### config.mk
export PLATFORM = sky130hd
export DESIGN_NAME = dpm_power_modes
export DESIGN_NICKNAME = d
export VERILOG_FILES = /design/src/logic/dpm_pkg.sv /design/src/logic/dpm_pin_sync.sv /design/src/logic/dpm_power_modes.sv /design/src/logic/dpm_timer.sv
export SDC_FILE = /design/constraint.sdc
export NUM_CORES = 1
export LEC_CHECK = 0
export BUFFER_PORTS_ARGS = -buffer_cell sky130_fd_sc_hd__buf_2
export CAP_MARGIN = 20
export CORE_MARGIN = 2
export CORE_UTILIZATION = 52
export CTS_CLUSTER_SIZE = 20
export DETAILED_ROUTE_END_ITERATION = 8
export PLACE_DENSITY = 0.76
export SYNTH_ARGS = -nofsm -noshare
export SYNTH_HDL_FRONTEND = slang
export SYNTH_HIERARCHICAL = 1
export SYNTH_SLANG_ARGS = --single-unit
### constraint.sdc
create_clock -name clk -period 2.5 [get_ports clk]
set_input_delay 0.125 -clock clk [delete_from_list [all_inputs] [get_ports clk]]
set_output_delay 0.125 -clock clk [all_outputs]
set_load 0.01 [all_outputs]
### src/logic/dpm_pkg.sv
/*
  Constants and carrier types for the display power mode command block:
  opcodes, register offsets, field positions, reset values, wake timing.
  Assumes a 250 MHz core clock and byte-wide command writes from a host.
*/
package dpm_pkg;

  // Command opcodes
  localparam logic [7:0] OP_SLEEP_ENTRY = 8'h10;
  localparam logic [7:0] OP_WAKE        = 8'h11;
  localparam logic [7:0] OP_PARTIAL_ON  = 8'h12;
  localparam logic [7:0] OP_FULL_ON     = 8'h13;

  // Register byte offsets
  localparam logic [7:0] ADDR_CTRL   = 8'h00;
  localparam logic [7:0] ADDR_STATUS = 8'h04;
  localparam logic [7:0] ADDR_DIAG   = 8'h08;

  // Control register fields
  localparam int CTRL_SCROLL_BIT = 0;
  localparam int CTRL_FAULT_BIT  = 1;
  localparam logic [1:0] CTRL_RESET = 2'h0;

  // Diagnostic result fields
  localparam int DIAG_LOAD_BIT  = 7;
  localparam int DIAG_FUNC_BIT  = 6;
  localparam int DIAG_CSUM_BIT  = 0;
  localparam logic [7:0] DIAG_RESET = 8'h00;

  // Timing: figures in their own unit, counts derived from the clock
  localparam int CLK_KHZ     = 250000;
  localparam int SETTLE_MS   = 5;
  localparam int SETTLE_CYC  = SETTLE_MS * CLK_KHZ;
  localparam int OSC_US      = 100;
  localparam int OSC_CYC     = OSC_US * CLK_KHZ / 1000;
  localparam int CONV_US     = 500;
  localparam int CONV_CYC    = CONV_US * CLK_KHZ / 1000;
  localparam int CHARGE_US   = 1000;
  localparam int CHARGE_CYC  = CHARGE_US * CLK_KHZ / 1000;
  localparam int FRAME_CYC   = 4000;
  localparam int BLANK_FRAMES = 2;
  localparam int TIMER_W     = 21;

  // Display mode flags
  typedef struct packed {
    logic sleep;
    logic partial;
    logic scroll;
    logic normal;
  } dpm_mode_t;

  localparam dpm_mode_t MODE_RESET = 4'h9;

  // Power and panel drive state
  typedef struct packed {
    logic osc;
    logic conv;
    logic scan;
    logic blank;
  } dpm_power_t;

  localparam dpm_power_t POWER_RESET = 4'h0;

  // Command bus pins as sampled
  typedef struct packed {
    logic       dcs;
    logic       wr_n;
    logic [7:0] data;
  } dpm_pins_t;

endpackage

### src/logic/dpm_pin_sync.sv
/*
  Three-stage pin synchroniser for a bundle of bits.
  Assumes inputs are asynchronous to clk; a bit changes only once the
  second and third stages agree.
*/
module dpm_pin_sync #(
  parameter int W = 10
) (
  // Clock and reset
  input  wire logic         clk,
  input  wire logic         rst_n,
  // Pins in, stable copy out
  input  wire logic [W-1:0] pin_in,
  output logic      [W-1:0] pin_out
);

  typedef struct packed {
    logic [W-1:0] s1;
    logic [W-1:0] s2;
    logic [W-1:0] s3;
    logic [W-1:0] val;
  } dpm_sync_t;

  dpm_sync_t st_q;
  dpm_sync_t st_d;

  // Stage one feeds only stage two; disagreement holds the old value
  always_comb begin
    st_d     = st_q;
    st_d.s1  = pin_in;
    st_d.s2  = st_q.s1;
    st_d.s3  = st_q.s2;
    st_d.val = (st_q.s2 & ~(st_q.s2 ^ st_q.s3)) |
               (st_q.val & (st_q.s2 ^ st_q.s3));
  end

  // Idle bus is high, so reset to all ones
  always_ff @(posedge clk) begin
    if (!rst_n) begin
      st_q <= '1;
    end else begin
      st_q <= st_d;
    end
  end

  assign pin_out = st_q.val;

endmodule // dpm_pin_sync

### src/logic/dpm_power_modes.sv
/*
  Display power mode command interpreter: decodes wake, sleep-entry,
  partial and normal commands from the display command bus, runs the
  timed wake sequence and keeps the mode flags and diagnostic result.
  Assumes a host on the pins that honours the settle and sleep gaps,
  and a register master on the plain port with one-cycle strobes.
*/
module dpm_power_modes #(
  parameter int SETTLE_CYC = dpm_pkg::SETTLE_CYC,
  parameter int OSC_CYC    = dpm_pkg::OSC_CYC,
  parameter int CONV_CYC   = dpm_pkg::CONV_CYC,
  parameter int CHARGE_CYC = dpm_pkg::CHARGE_CYC,
  parameter int FRAME_CYC  = dpm_pkg::FRAME_CYC
) (
  // Clock and reset
  input  wire logic              clk,
  input  wire logic              rst_n,
  // Display command bus pins
  input  wire logic              data_command_select,
  input  wire logic              write_strobe_n,
  input  wire logic [7:0]        cmd_data,
  // Register port
  input  wire logic [7:0]        reg_addr,
  input  wire logic [31:0]       reg_wdata,
  input  wire logic              reg_wr,
  input  wire logic              reg_rd,
  output logic      [31:0]       reg_rdata,
  // Mode and power state
  output dpm_pkg::dpm_mode_t     mode,
  output dpm_pkg::dpm_power_t    power,
  output logic                   load_defaults,
  output logic                   settle_busy
);

  localparam int TW = dpm_pkg::TIMER_W;

  typedef enum logic [2:0] {
    ST_SLEEP,
    ST_OSC,
    ST_CONV,
    ST_CHARGE,
    ST_BLANK,
    ST_SHOW
  } dpm_state_t;

  typedef struct packed {
    dpm_state_t          fsm;
    dpm_pkg::dpm_mode_t  mode;
    dpm_pkg::dpm_power_t pwr;
    logic                wr_n_prev;
    logic                load_pls;
    logic                busy;
    logic [1:0]          ctrl;
    logic [7:0]          diag;
    logic [31:0]         rdata;
  } dpm_st_t;

  dpm_st_t            st_q;
  dpm_st_t            st_d;
  dpm_pkg::dpm_pins_t pins;
  logic               cmd_take;
  logic               data_take;
  logic               phase_load;
  logic [TW-1:0]      phase_val;
  logic               phase_done;
  logic               settle_done;
  logic               settle_load;

  // Pins come from the host's domain
  dpm_pin_sync #(
    .W (10)
  ) u_sync (
    .clk     (clk),
    .rst_n   (rst_n),
    .pin_in  ({data_command_select, write_strobe_n, cmd_data}),
    .pin_out (pins)
  );

  // Sequence step timer
  dpm_timer #(
    .W (TW)
  ) u_phase (
    .clk      (clk),
    .rst_n    (rst_n),
    .load     (phase_load),
    .load_val (phase_val),
    .done     (phase_done)
  );

  // Settle window timer
  dpm_timer #(
    .W (TW)
  ) u_settle (
    .clk      (clk),
    .rst_n    (rst_n),
    .load     (settle_load),
    .load_val (TW'(SETTLE_CYC)),
    .done     (settle_done)
  );

  // Write is taken on the rising strobe; select splits command from data
  assign cmd_take  = pins.wr_n & ~st_q.wr_n_prev & ~pins.dcs;
  assign data_take = pins.wr_n & ~st_q.wr_n_prev & pins.dcs;

  // Next state of the whole block
  always_comb begin
    st_d           = st_q;
    st_d.wr_n_prev = pins.wr_n;
    st_d.load_pls  = 1'b0;
    st_d.rdata     = 32'h0000_0000;
    phase_load     = 1'b0;
    phase_val      = TW'(OSC_CYC);
    settle_load    = 1'b0;

    // Wake sequence stepping, one step per timer expiry
    if (phase_done) begin
      case (st_q.fsm)
        ST_OSC: begin
          st_d.fsm   = ST_CONV;
          phase_load = 1'b1;
          phase_val  = TW'(CONV_CYC);
        end
        ST_CONV: begin
          st_d.fsm   = ST_CHARGE;
          phase_load = 1'b1;
          phase_val  = TW'(CHARGE_CYC);
        end
        ST_CHARGE: begin
          st_d.fsm   = ST_BLANK;
          phase_load = 1'b1;
          phase_val  = TW'(dpm_pkg::BLANK_FRAMES * FRAME_CYC);
        end
        ST_BLANK: begin
          st_d.fsm = ST_SHOW;
        end
        default: begin
          st_d.fsm = st_q.fsm;
        end
      endcase
    end

    // Accepted in every mode, asleep included
    if (cmd_take) begin
      case (pins.data)
        dpm_pkg::OP_WAKE: begin
          // Reload and diagnose on every wake; sequence only from sleep
          st_d.load_pls = 1'b1;
          st_d.busy     = 1'b1;
          settle_load   = 1'b1;
          if (st_q.fsm == ST_SLEEP) begin
            st_d.fsm        = ST_OSC;
            st_d.mode.sleep = 1'b0;
            phase_load      = 1'b1;
            phase_val       = TW'(OSC_CYC);
          end
        end
        dpm_pkg::OP_SLEEP_ENTRY: begin
          // Only exit from awake; already asleep is a no-op
          st_d.fsm        = ST_SLEEP;
          st_d.mode.sleep = 1'b1;
        end
        dpm_pkg::OP_PARTIAL_ON: begin
          if (!st_q.mode.partial) begin
            st_d.mode.partial = 1'b1;
            st_d.mode.normal  = 1'b0;
          end
        end
        dpm_pkg::OP_FULL_ON: begin
          if (!st_q.mode.normal) begin
            st_d.mode.partial = 1'b0;
            st_d.mode.scroll  = 1'b0;
            st_d.mode.normal  = 1'b1;
          end
        end
        default: begin
          st_d.fsm = st_d.fsm;
        end
      endcase
    end

    // Diagnosis finishes as the settle window closes
    if (settle_done) begin
      st_d.busy = settle_load; // A wake in the same cycle wins
      st_d.diag[dpm_pkg::DIAG_LOAD_BIT] =
        ~st_q.diag[dpm_pkg::DIAG_LOAD_BIT];
      st_d.diag[dpm_pkg::DIAG_FUNC_BIT] =
        st_q.diag[dpm_pkg::DIAG_FUNC_BIT] ^
        ~st_q.ctrl[dpm_pkg::CTRL_FAULT_BIT];
      st_d.diag[dpm_pkg::DIAG_CSUM_BIT] =
        st_q.ctrl[dpm_pkg::CTRL_FAULT_BIT];
    end

    // Register writes; scroll has no command here, so software sets it
    if (reg_wr && reg_addr == dpm_pkg::ADDR_CTRL) begin
      st_d.ctrl = reg_wdata[1:0];
      if (reg_wdata[dpm_pkg::CTRL_SCROLL_BIT]) begin
        st_d.mode.scroll = 1'b1;
        st_d.mode.normal = 1'b0;
      end
    end

    // Register reads; unmapped offsets answer zero
    if (reg_rd) begin
      case (reg_addr)
        dpm_pkg::ADDR_CTRL: begin
          st_d.rdata = {30'h0000_0000, st_q.ctrl};
        end
        dpm_pkg::ADDR_STATUS: begin
          st_d.rdata = {23'h00_0000, st_q.busy, st_q.mode,
                        st_q.pwr};
        end
        dpm_pkg::ADDR_DIAG: begin
          st_d.rdata = {24'h00_0000, st_q.diag};
        end
        default: begin
          st_d.rdata = 32'h0000_0000;
        end
      endcase
    end

    // Power outputs follow the next phase so they line up with it
    st_d.pwr.osc   = (st_d.fsm != ST_SLEEP);
    st_d.pwr.conv  = (st_d.fsm != ST_SLEEP) &&
                     (st_d.fsm != ST_OSC);
    st_d.pwr.scan  = (st_d.fsm == ST_BLANK) ||
                     (st_d.fsm == ST_SHOW);
    st_d.pwr.blank = (st_d.fsm != ST_SHOW);
  end

  // One register for all state
  always_ff @(posedge clk) begin
    if (!rst_n) begin
      st_q       <= '0;
      st_q.fsm   <= ST_SLEEP;
      st_q.mode  <= dpm_pkg::MODE_RESET;
      st_q.pwr   <= dpm_pkg::POWER_RESET;
      st_q.ctrl  <= dpm_pkg::CTRL_RESET;
      st_q.diag  <= dpm_pkg::DIAG_RESET;
      st_q.wr_n_prev <= 1'b1;
    end else begin
      st_q <= st_d;
    end
  end

  assign reg_rdata     = st_q.rdata;
  assign mode          = st_q.mode;
  assign power         = st_q.pwr;
  assign load_defaults = st_q.load_pls;
  assign settle_busy   = st_q.busy;

  // Counts blanking cycles for the frame check
  logic [TW-1:0] blank_cnt;
  always_ff @(posedge clk) begin
    if (!rst_n || st_q.fsm != ST_BLANK) begin
      blank_cnt <= '0;
    end else begin
      blank_cnt <= blank_cnt + 1'b1;
    end
  end

  chk_wake_from_sleep: assert property (
    @(posedge clk) disable iff (!rst_n)
    cmd_take && pins.data == dpm_pkg::OP_WAKE && st_q.fsm == ST_SLEEP
    |=> st_q.fsm == ST_OSC && !mode.sleep && power.osc && !power.conv)
    else $error("wake from sleep did not start the oscillator");

  chk_awake_supplies: assert property (
    @(posedge clk) disable iff (!rst_n)
    st_q.fsm == ST_SHOW |-> power.osc && power.conv && power.scan
    && !power.blank)
    else $error("awake without converter, oscillator or scan");

  chk_sequence_order: assert property (
    @(posedge clk) disable iff (!rst_n)
    st_q.fsm == ST_CHARGE |=> st_q.fsm inside {ST_CHARGE, ST_BLANK,
    ST_SLEEP})
    else $error("panel charge not followed by blanking");

  chk_blank_frames: assert property (
    @(posedge clk) disable iff (!rst_n)
    st_q.fsm == ST_BLANK ##1 st_q.fsm == ST_SHOW
    |-> $past(blank_cnt) == TW'(dpm_pkg::BLANK_FRAMES * FRAME_CYC - 1))
    else $error("blanking did not last two frames");

  chk_only_sleep_exits: assert property (
    @(posedge clk) disable iff (!rst_n)
    st_q.fsm != ST_SLEEP &&
    !(cmd_take && pins.data == dpm_pkg::OP_SLEEP_ENTRY)
    |=> st_q.fsm != ST_SLEEP)
    else $error("awake state left without sleep entry");

  chk_defaults_load: assert property (
    @(posedge clk) disable iff (!rst_n)
    cmd_take && pins.data == dpm_pkg::OP_WAKE
    |=> load_defaults ##1 !load_defaults)
    else $error("defaults not loaded after wake");

  chk_diag_window: assert property (
    @(posedge clk) disable iff (!rst_n)
    $rose(settle_busy) |-> settle_busy[*8])
    else $error("settle window closed too soon");

  chk_rewake_quiet: assert property (
    @(posedge clk) disable iff (!rst_n)
    cmd_take && pins.data == dpm_pkg::OP_WAKE && st_q.fsm == ST_SHOW
    |=> st_q.fsm == ST_SHOW && !power.blank)
    else $error("wake while awake disturbed the image");

  chk_partial_enter: assert property (
    @(posedge clk) disable iff (!rst_n)
    cmd_take && pins.data == dpm_pkg::OP_PARTIAL_ON
    |=> mode.partial && !mode.normal)
    else $error("partial command did not enter partial mode");

  chk_normal_clears: assert property (
    @(posedge clk) disable iff (!rst_n)
    cmd_take && pins.data == dpm_pkg::OP_FULL_ON && !reg_wr
    |=> mode.normal && !mode.partial && !mode.scroll)
    else $error("normal command left partial or scroll set");

  chk_data_ignored: assert property (
    @(posedge clk) disable iff (!rst_n)
    data_take && !reg_wr && !phase_done && !settle_done
    |=> $stable(mode) && $stable(st_q.fsm))
    else $error("data byte changed the mode");

  chk_sleep_power_off: assert property (
    @(posedge clk) disable iff (!rst_n)
    cmd_take && pins.data == dpm_pkg::OP_SLEEP_ENTRY
    |=> mode.sleep && !power.osc && !power.conv && !power.scan)
    else $error("sleep entry left supplies running");

  chk_wake_busy_set: assert property (
    @(posedge clk) disable iff (!rst_n)
    cmd_take && pins.data == dpm_pkg::OP_WAKE |=> settle_busy)
    else $error("settle window not running after wake");

  chk_partial_repeat: assert property (
    @(posedge clk) disable iff (!rst_n)
    cmd_take && pins.data == dpm_pkg::OP_PARTIAL_ON && mode.partial
    && !reg_wr |=> $stable(mode))
    else $error("repeated partial command changed the mode");

endmodule // dpm_power_modes

### src/logic/dpm_timer.sv
/*
  Load-and-count-down interval timer with a one-cycle done pulse.
  Assumes the loader gives a value of at least one.
*/
module dpm_timer #(
  parameter int W = 21
) (
  // Clock and reset
  input  wire logic         clk,
  input  wire logic         rst_n,
  // Control
  input  wire logic         load,
  input  wire logic [W-1:0] load_val,
  // Status
  output logic              done
);

  typedef struct packed {
    logic [W-1:0] cnt;
    logic         done;
  } dpm_timer_t;

  dpm_timer_t st_q;
  dpm_timer_t st_d;

  // A reload restarts the interval, even mid-count
  always_comb begin
    st_d      = st_q;
    st_d.done = 1'b0;
    if (load) begin
      st_d.cnt  = load_val - 1'b1; // Interval is exactly load_val cycles
      st_d.done = (load_val == W'(1));
    end else if (st_q.cnt != '0) begin
      st_d.cnt  = st_q.cnt - 1'b1;
      st_d.done = (st_q.cnt == W'(1));
    end
  end

  always_ff @(posedge clk) begin
    if (!rst_n) begin
      st_q <= '0;
    end else begin
      st_q <= st_d;
    end
  end

  assign done = st_q.done;

endmodule // dpm_timer

# Yosys cells after proc, flatten, opt, wreduce, memory -nomap -nowiden
# Index checks and enable logic that the tools add are counted.
[op_classes]
n_reduce_logical = 22
order_cmp = 0
shifts = 0
n_mul = 0
mux = 33
n_addsub = 3
bitwise_logic = 14
n_eq_ne = 19
n_div = 0
[op_table]
columns = ["operator", "count"]
rows = [
  ["two-way mux 22 bit", 4],
  ["== test 21 x 1 -> 1 bit, second input constant", 3],
  ["two-way mux 21 bit", 3],
  ["subtractor 21 x 1 -> 21 bit, second input constant", 3],
  ["case mux 18 bit (3 select lines)", 1],
  ["nonzero test 21 bit", 2],
  ["== test 8 x 5 -> 1 bit, second input constant", 4],
  ["case mux 9 bit (3 select lines)", 1],
  ["AND 10 bit", 2],
  ["two-way mux 18 bit", 1],
  ["case mux 3 bit (4 select lines)", 1],
  ["nonzero test 2 bit", 6],
  ["two-way mux 1 bit", 11],
  ["inverter 10 bit", 1],
  ["OR 10 bit", 1],
  ["XOR 10 bit", 1],
  ["== test 3 bit, second input constant", 3],
  ["== test 8 x 3 -> 1 bit, second input constant", 1],
  ["== test 8 x 4 -> 1 bit, second input constant", 1],
  ["zero test 8 bit", 1],
  ["two-way mux 7 bit", 1],
  ["== test 3 x 2 -> 1 bit, second input constant", 2],
  ["two-way mux 2 bit", 3],
  ["two-way mux 3 bit", 2],
  ["18 further kinds", 32],
]
[word_totals]
n_memories = 0
ff_bits = 135
mem_bits_rw = 0
in_bits = 54
output_inout_bits = 42
mem_bits_ro = 0
wordCells = 115
latchBits = 0

# Logic depth before layout (Yosys ltp)
[logic_depth]
ltp_word = 8
depth_mapped = 10
mapped_depth_nobuf = 9

# Modules after synthesis
# The synthesis kept the hierarchy.
[modules_own_cells]
columns = ["mod", "cells_per_inst", "instances", "area_per_inst_um2", "seq_area_each_um2"]
rows = [
  ["dpm_timer", 219, 2, 1765.4, 440.4],
  ["dpm_power_modes", 163, 1, 1451.4, 560.5],
  ["dpm_pin_sync", 114, 1, 1221.2, 800.8],
]

# Worst setup path before layout
# No wires, ideal clock.
[synth_path]
path_type = "register to register"
start = "register with a tool-made name"
end = "register u_phase/st_q[17] (netlist name)"
synth_period_minus_slack_ns = 2.595
required_time_ns = 2.384
n_path_buf = 3
path_slack_ns = -0.095
path_stages_with_launch = 10
arrival_time_ns = 2.478
setup_ns = 0.116
cell_sequence = "dfxtp_1 buf_4 or4b_1 nor4_2 nand2_1 nand2_1 clkbuf_1 clkbuf_1 nand3_1 o211a_1"
[synth_lines]
columns = ["element", "line_no", "text"]
rows = [
  ["end signal: assignment", "dpm_timer.sv:43", "st_q <= st_d;"],
  ["end: declaration", "dpm_timer.sv:23", "dpm_timer_t st_q;"],
]

==> results_dict.tcl <==
set metrics [dict create \
    grt_use_total_pct 20.84 \
    overflow 0 \
    remaining_drc_errors 7 \
    die-area_mm2 0.01282 \
    htree_levels 3 \
    tightestPinTransition_ps 512.0 \
    grt_pass1_vias 4763 \
    hp-class "in -> reg" \
    p_per_area_mw_per_mm2 886.4 \
    cp_max_fo 6 \
    area_growth_pct 17.14 \
    avgSynthCellArea_um2 8.676 \
    stdcell_area_mm2 0.007267 \
    final_common_cell "conb_1" \
    holdPathStages 2 \
    setup_slack_ps 137.5 \
    hpwl_um 9516 \
    core_area_mm2 0.01152 \
    synth-seq-area-share_pct 36.14 \
    fin_nets 926 \
    synth_warnings 6 \
    finalClockSkew_ps 7.765 \
    hold_viol 0 \
    synth-main-ff-cell "dfxtp_1" \
    period_share_pct 94.50 \
    fp-row-count 39 \
    diodes 0 \
    ys_ff_latch 112 \
    mostFrequentLayoutCells "129 x conb_1, 110 x dfxtp_1, 54 x nor2_1" \
    num_vias 5280 \
    cts_root_buf "clkbuf_16" \
    maxSlewHeadroom_pct 65.86 \
    post-place-ws_ps 53.90 \
    cts_sinks 112 \
    dieHeight_um 113.2 \
    slew_viol_final 0 \
    status "finished with violations" \
    critical_path_arrival_ps 2660 \
    async_reset_ff_share_pct 0 \
    whs_ps 26.72 \
    port_buffers 42 \
    drive_gt1_share_pct 14.30 \
    total_power_mw 6.442 \
    synth_edf_count 0 \
    finalWirelength_um 13130 \
    grt_max_degree 44 \
    max_cap_violations 0 \
    fin_crit_ps 2363 \
    first_iter_violations 331 \
    cts_tree "built" \
    syn_inst 715 \
    fp.dieW_um 113.2 \
    ioPinCount 96 \
    ir_worst_vdd_mv 0.4066 \
    worstSetupPathType "reg -> reg" \
    grt_antenna_before_repair 0 \
    clock_latency_ps 360 \
    start_kind "register" \
    final_cells 1010 \
    clockBufferDepth 2 \
    critPathCaptureType "register" \
    critPathRequiredTime_ps 2800 \
    avgRoutedWirePerCell_um 13.00 \
    setup_viol 0 \
    synthDistinctLibCells 57 \
    viasPerCell 5.228 \
    numCtsBuffers 9 \
    synthesis.area_mm2 0.006203 \
    clk_pin_slew_ps 70 \
    gp_congestion 0.9304 \
    initial_core_util_pct 53.87 \
    dr.pass1.iters 6 \
    cellLeakagePower_nw 3.074 \
    dpl-instance-area_mm2 0.006782 \
    grt_first_pass_wirelength_um 21850 \
    violations "DRC" \
    r2r_cells 8 \
    place_inst 976 \
    ant_nets 0 \
    clock.fmax_mhz 423.3 \
]
-- through the flow --
stage	utilization, %	setup TNS (ps)
after global routing	63.10	-45.50
after global placement	58.89	0
after detailed placement	58.89	0
after CTS	62.34	0
final	63.10	0
after floorplan	-	0
-- registers in the layout, indices dropped and copies added (netlist names), named ones only --
register,count
u_phase/st_q,21
u_settle/st_q,21
u_sync/st_d,20
u_sync/st_q,10
reg_rdata,9
st_q,9
mode,4
power,4
load_defaults,1
settle_busy,1
u_phase/done,1
u_settle/done,1
-- synth_stat cells (18+ instances only) --
| library cell | n | area (um^2) |
|---|---|---|
| dfxtp_1 | 112 | 2242 |
| nor2_1 | 54 | 202.7 |
| buf_4 | 52 | 390.4 |
| nand2b_1 | 38 | 237.7 |
| o21ai_0 | 34 | 170.2 |
| nor3_1 | 33 | 165.2 |
| nand2_1 | 28 | 105.1 |
| nand3_1 | 28 | 140.1 |
| or4_1 | 22 | 165.2 |
| or3_1 | 21 | 131.4 |
| xor2_1 | 21 | 183.9 |
| a21oi_1 | 19 | 95.09 |
| clkbuf_1 | 19 | 71.32 |
| xnor2_1 | 19 | 166.4 |
| inv_1 | 18 | 67.56 |
-- final cells by class --
class | instances | area (um^2)
clock buffers | 10 | 239.0
inverters | 18 | 75.07
repair inverters | 1 | 5.005
clock inverters | 6 | 58.81
fillers | 982 | 4249
well taps | 143 | 178.9
flip-flops and latches | 112 | 2245
multi-input cells | 635 | 3891
repair buffers | 85 | 574.3
-- worst max-delay path, cell delays in order (launching register included) --
cell	delay, ps
dfxtp_2	400
xor2_1	140
and2_1	160
inv_1	70
or3_1	380
or4_1	480
or4_1	420
nand3_1	100
o311a_1	160
-- worst paths after layout --
check                                startpoint          endpoint  slack [ps]
worst max-delay path                   st_q[54]  u_phase/st_q[20]         140
worst max register to register         st_q[54]  u_phase/st_q[20]         140
worst min register to register  u_sync/st_d[28]   u_sync/st_d[18]         410
worst min-delay path                reg_addr[3]      reg_rdata[1]          30
-- cell families (layout without fill, tap and decap cells) --
family                   Yosys count  after routing  share of synthesized area, %
AND/OR/NAND/NOR                  311            311                         29.97
multiplexers                       7              7                         1.130
adder cells (fa/ha/maj)           10             10                         2.017
flip-flops                       112            112                         36.14
buffers and inverters             95            120                         9.217
AO/OA/AOI/OAI                    138            138                         15.75
XOR/XNOR                          40             40                         5.648
other                              2            129                        0.1211
-- routing by layer --
layer | part of all wire [%] | GRT usage (%)
met1 | 46 | 26.78
met2 | 47 | 34.77
met3 | 4.7 | 5.142
met4 | 1.5 | 6.098
met5 | 0 | 0
-- power breakdown --
part	internal [mW]	switching, mW
registers	2.06	0.292
clock network	0.725	0.697
logic	1.21	1.46
-- repair_timing --
item                                   4_1_cts  5_1_grt
setup buffers                                0        7
gates resized for setup                      0       10
endpoints found under the hold margin       10        0
hold buffers                                10        0
setup endpoints to repair                    0       14
No activity file was read; power rests on OpenSTA's default activity.
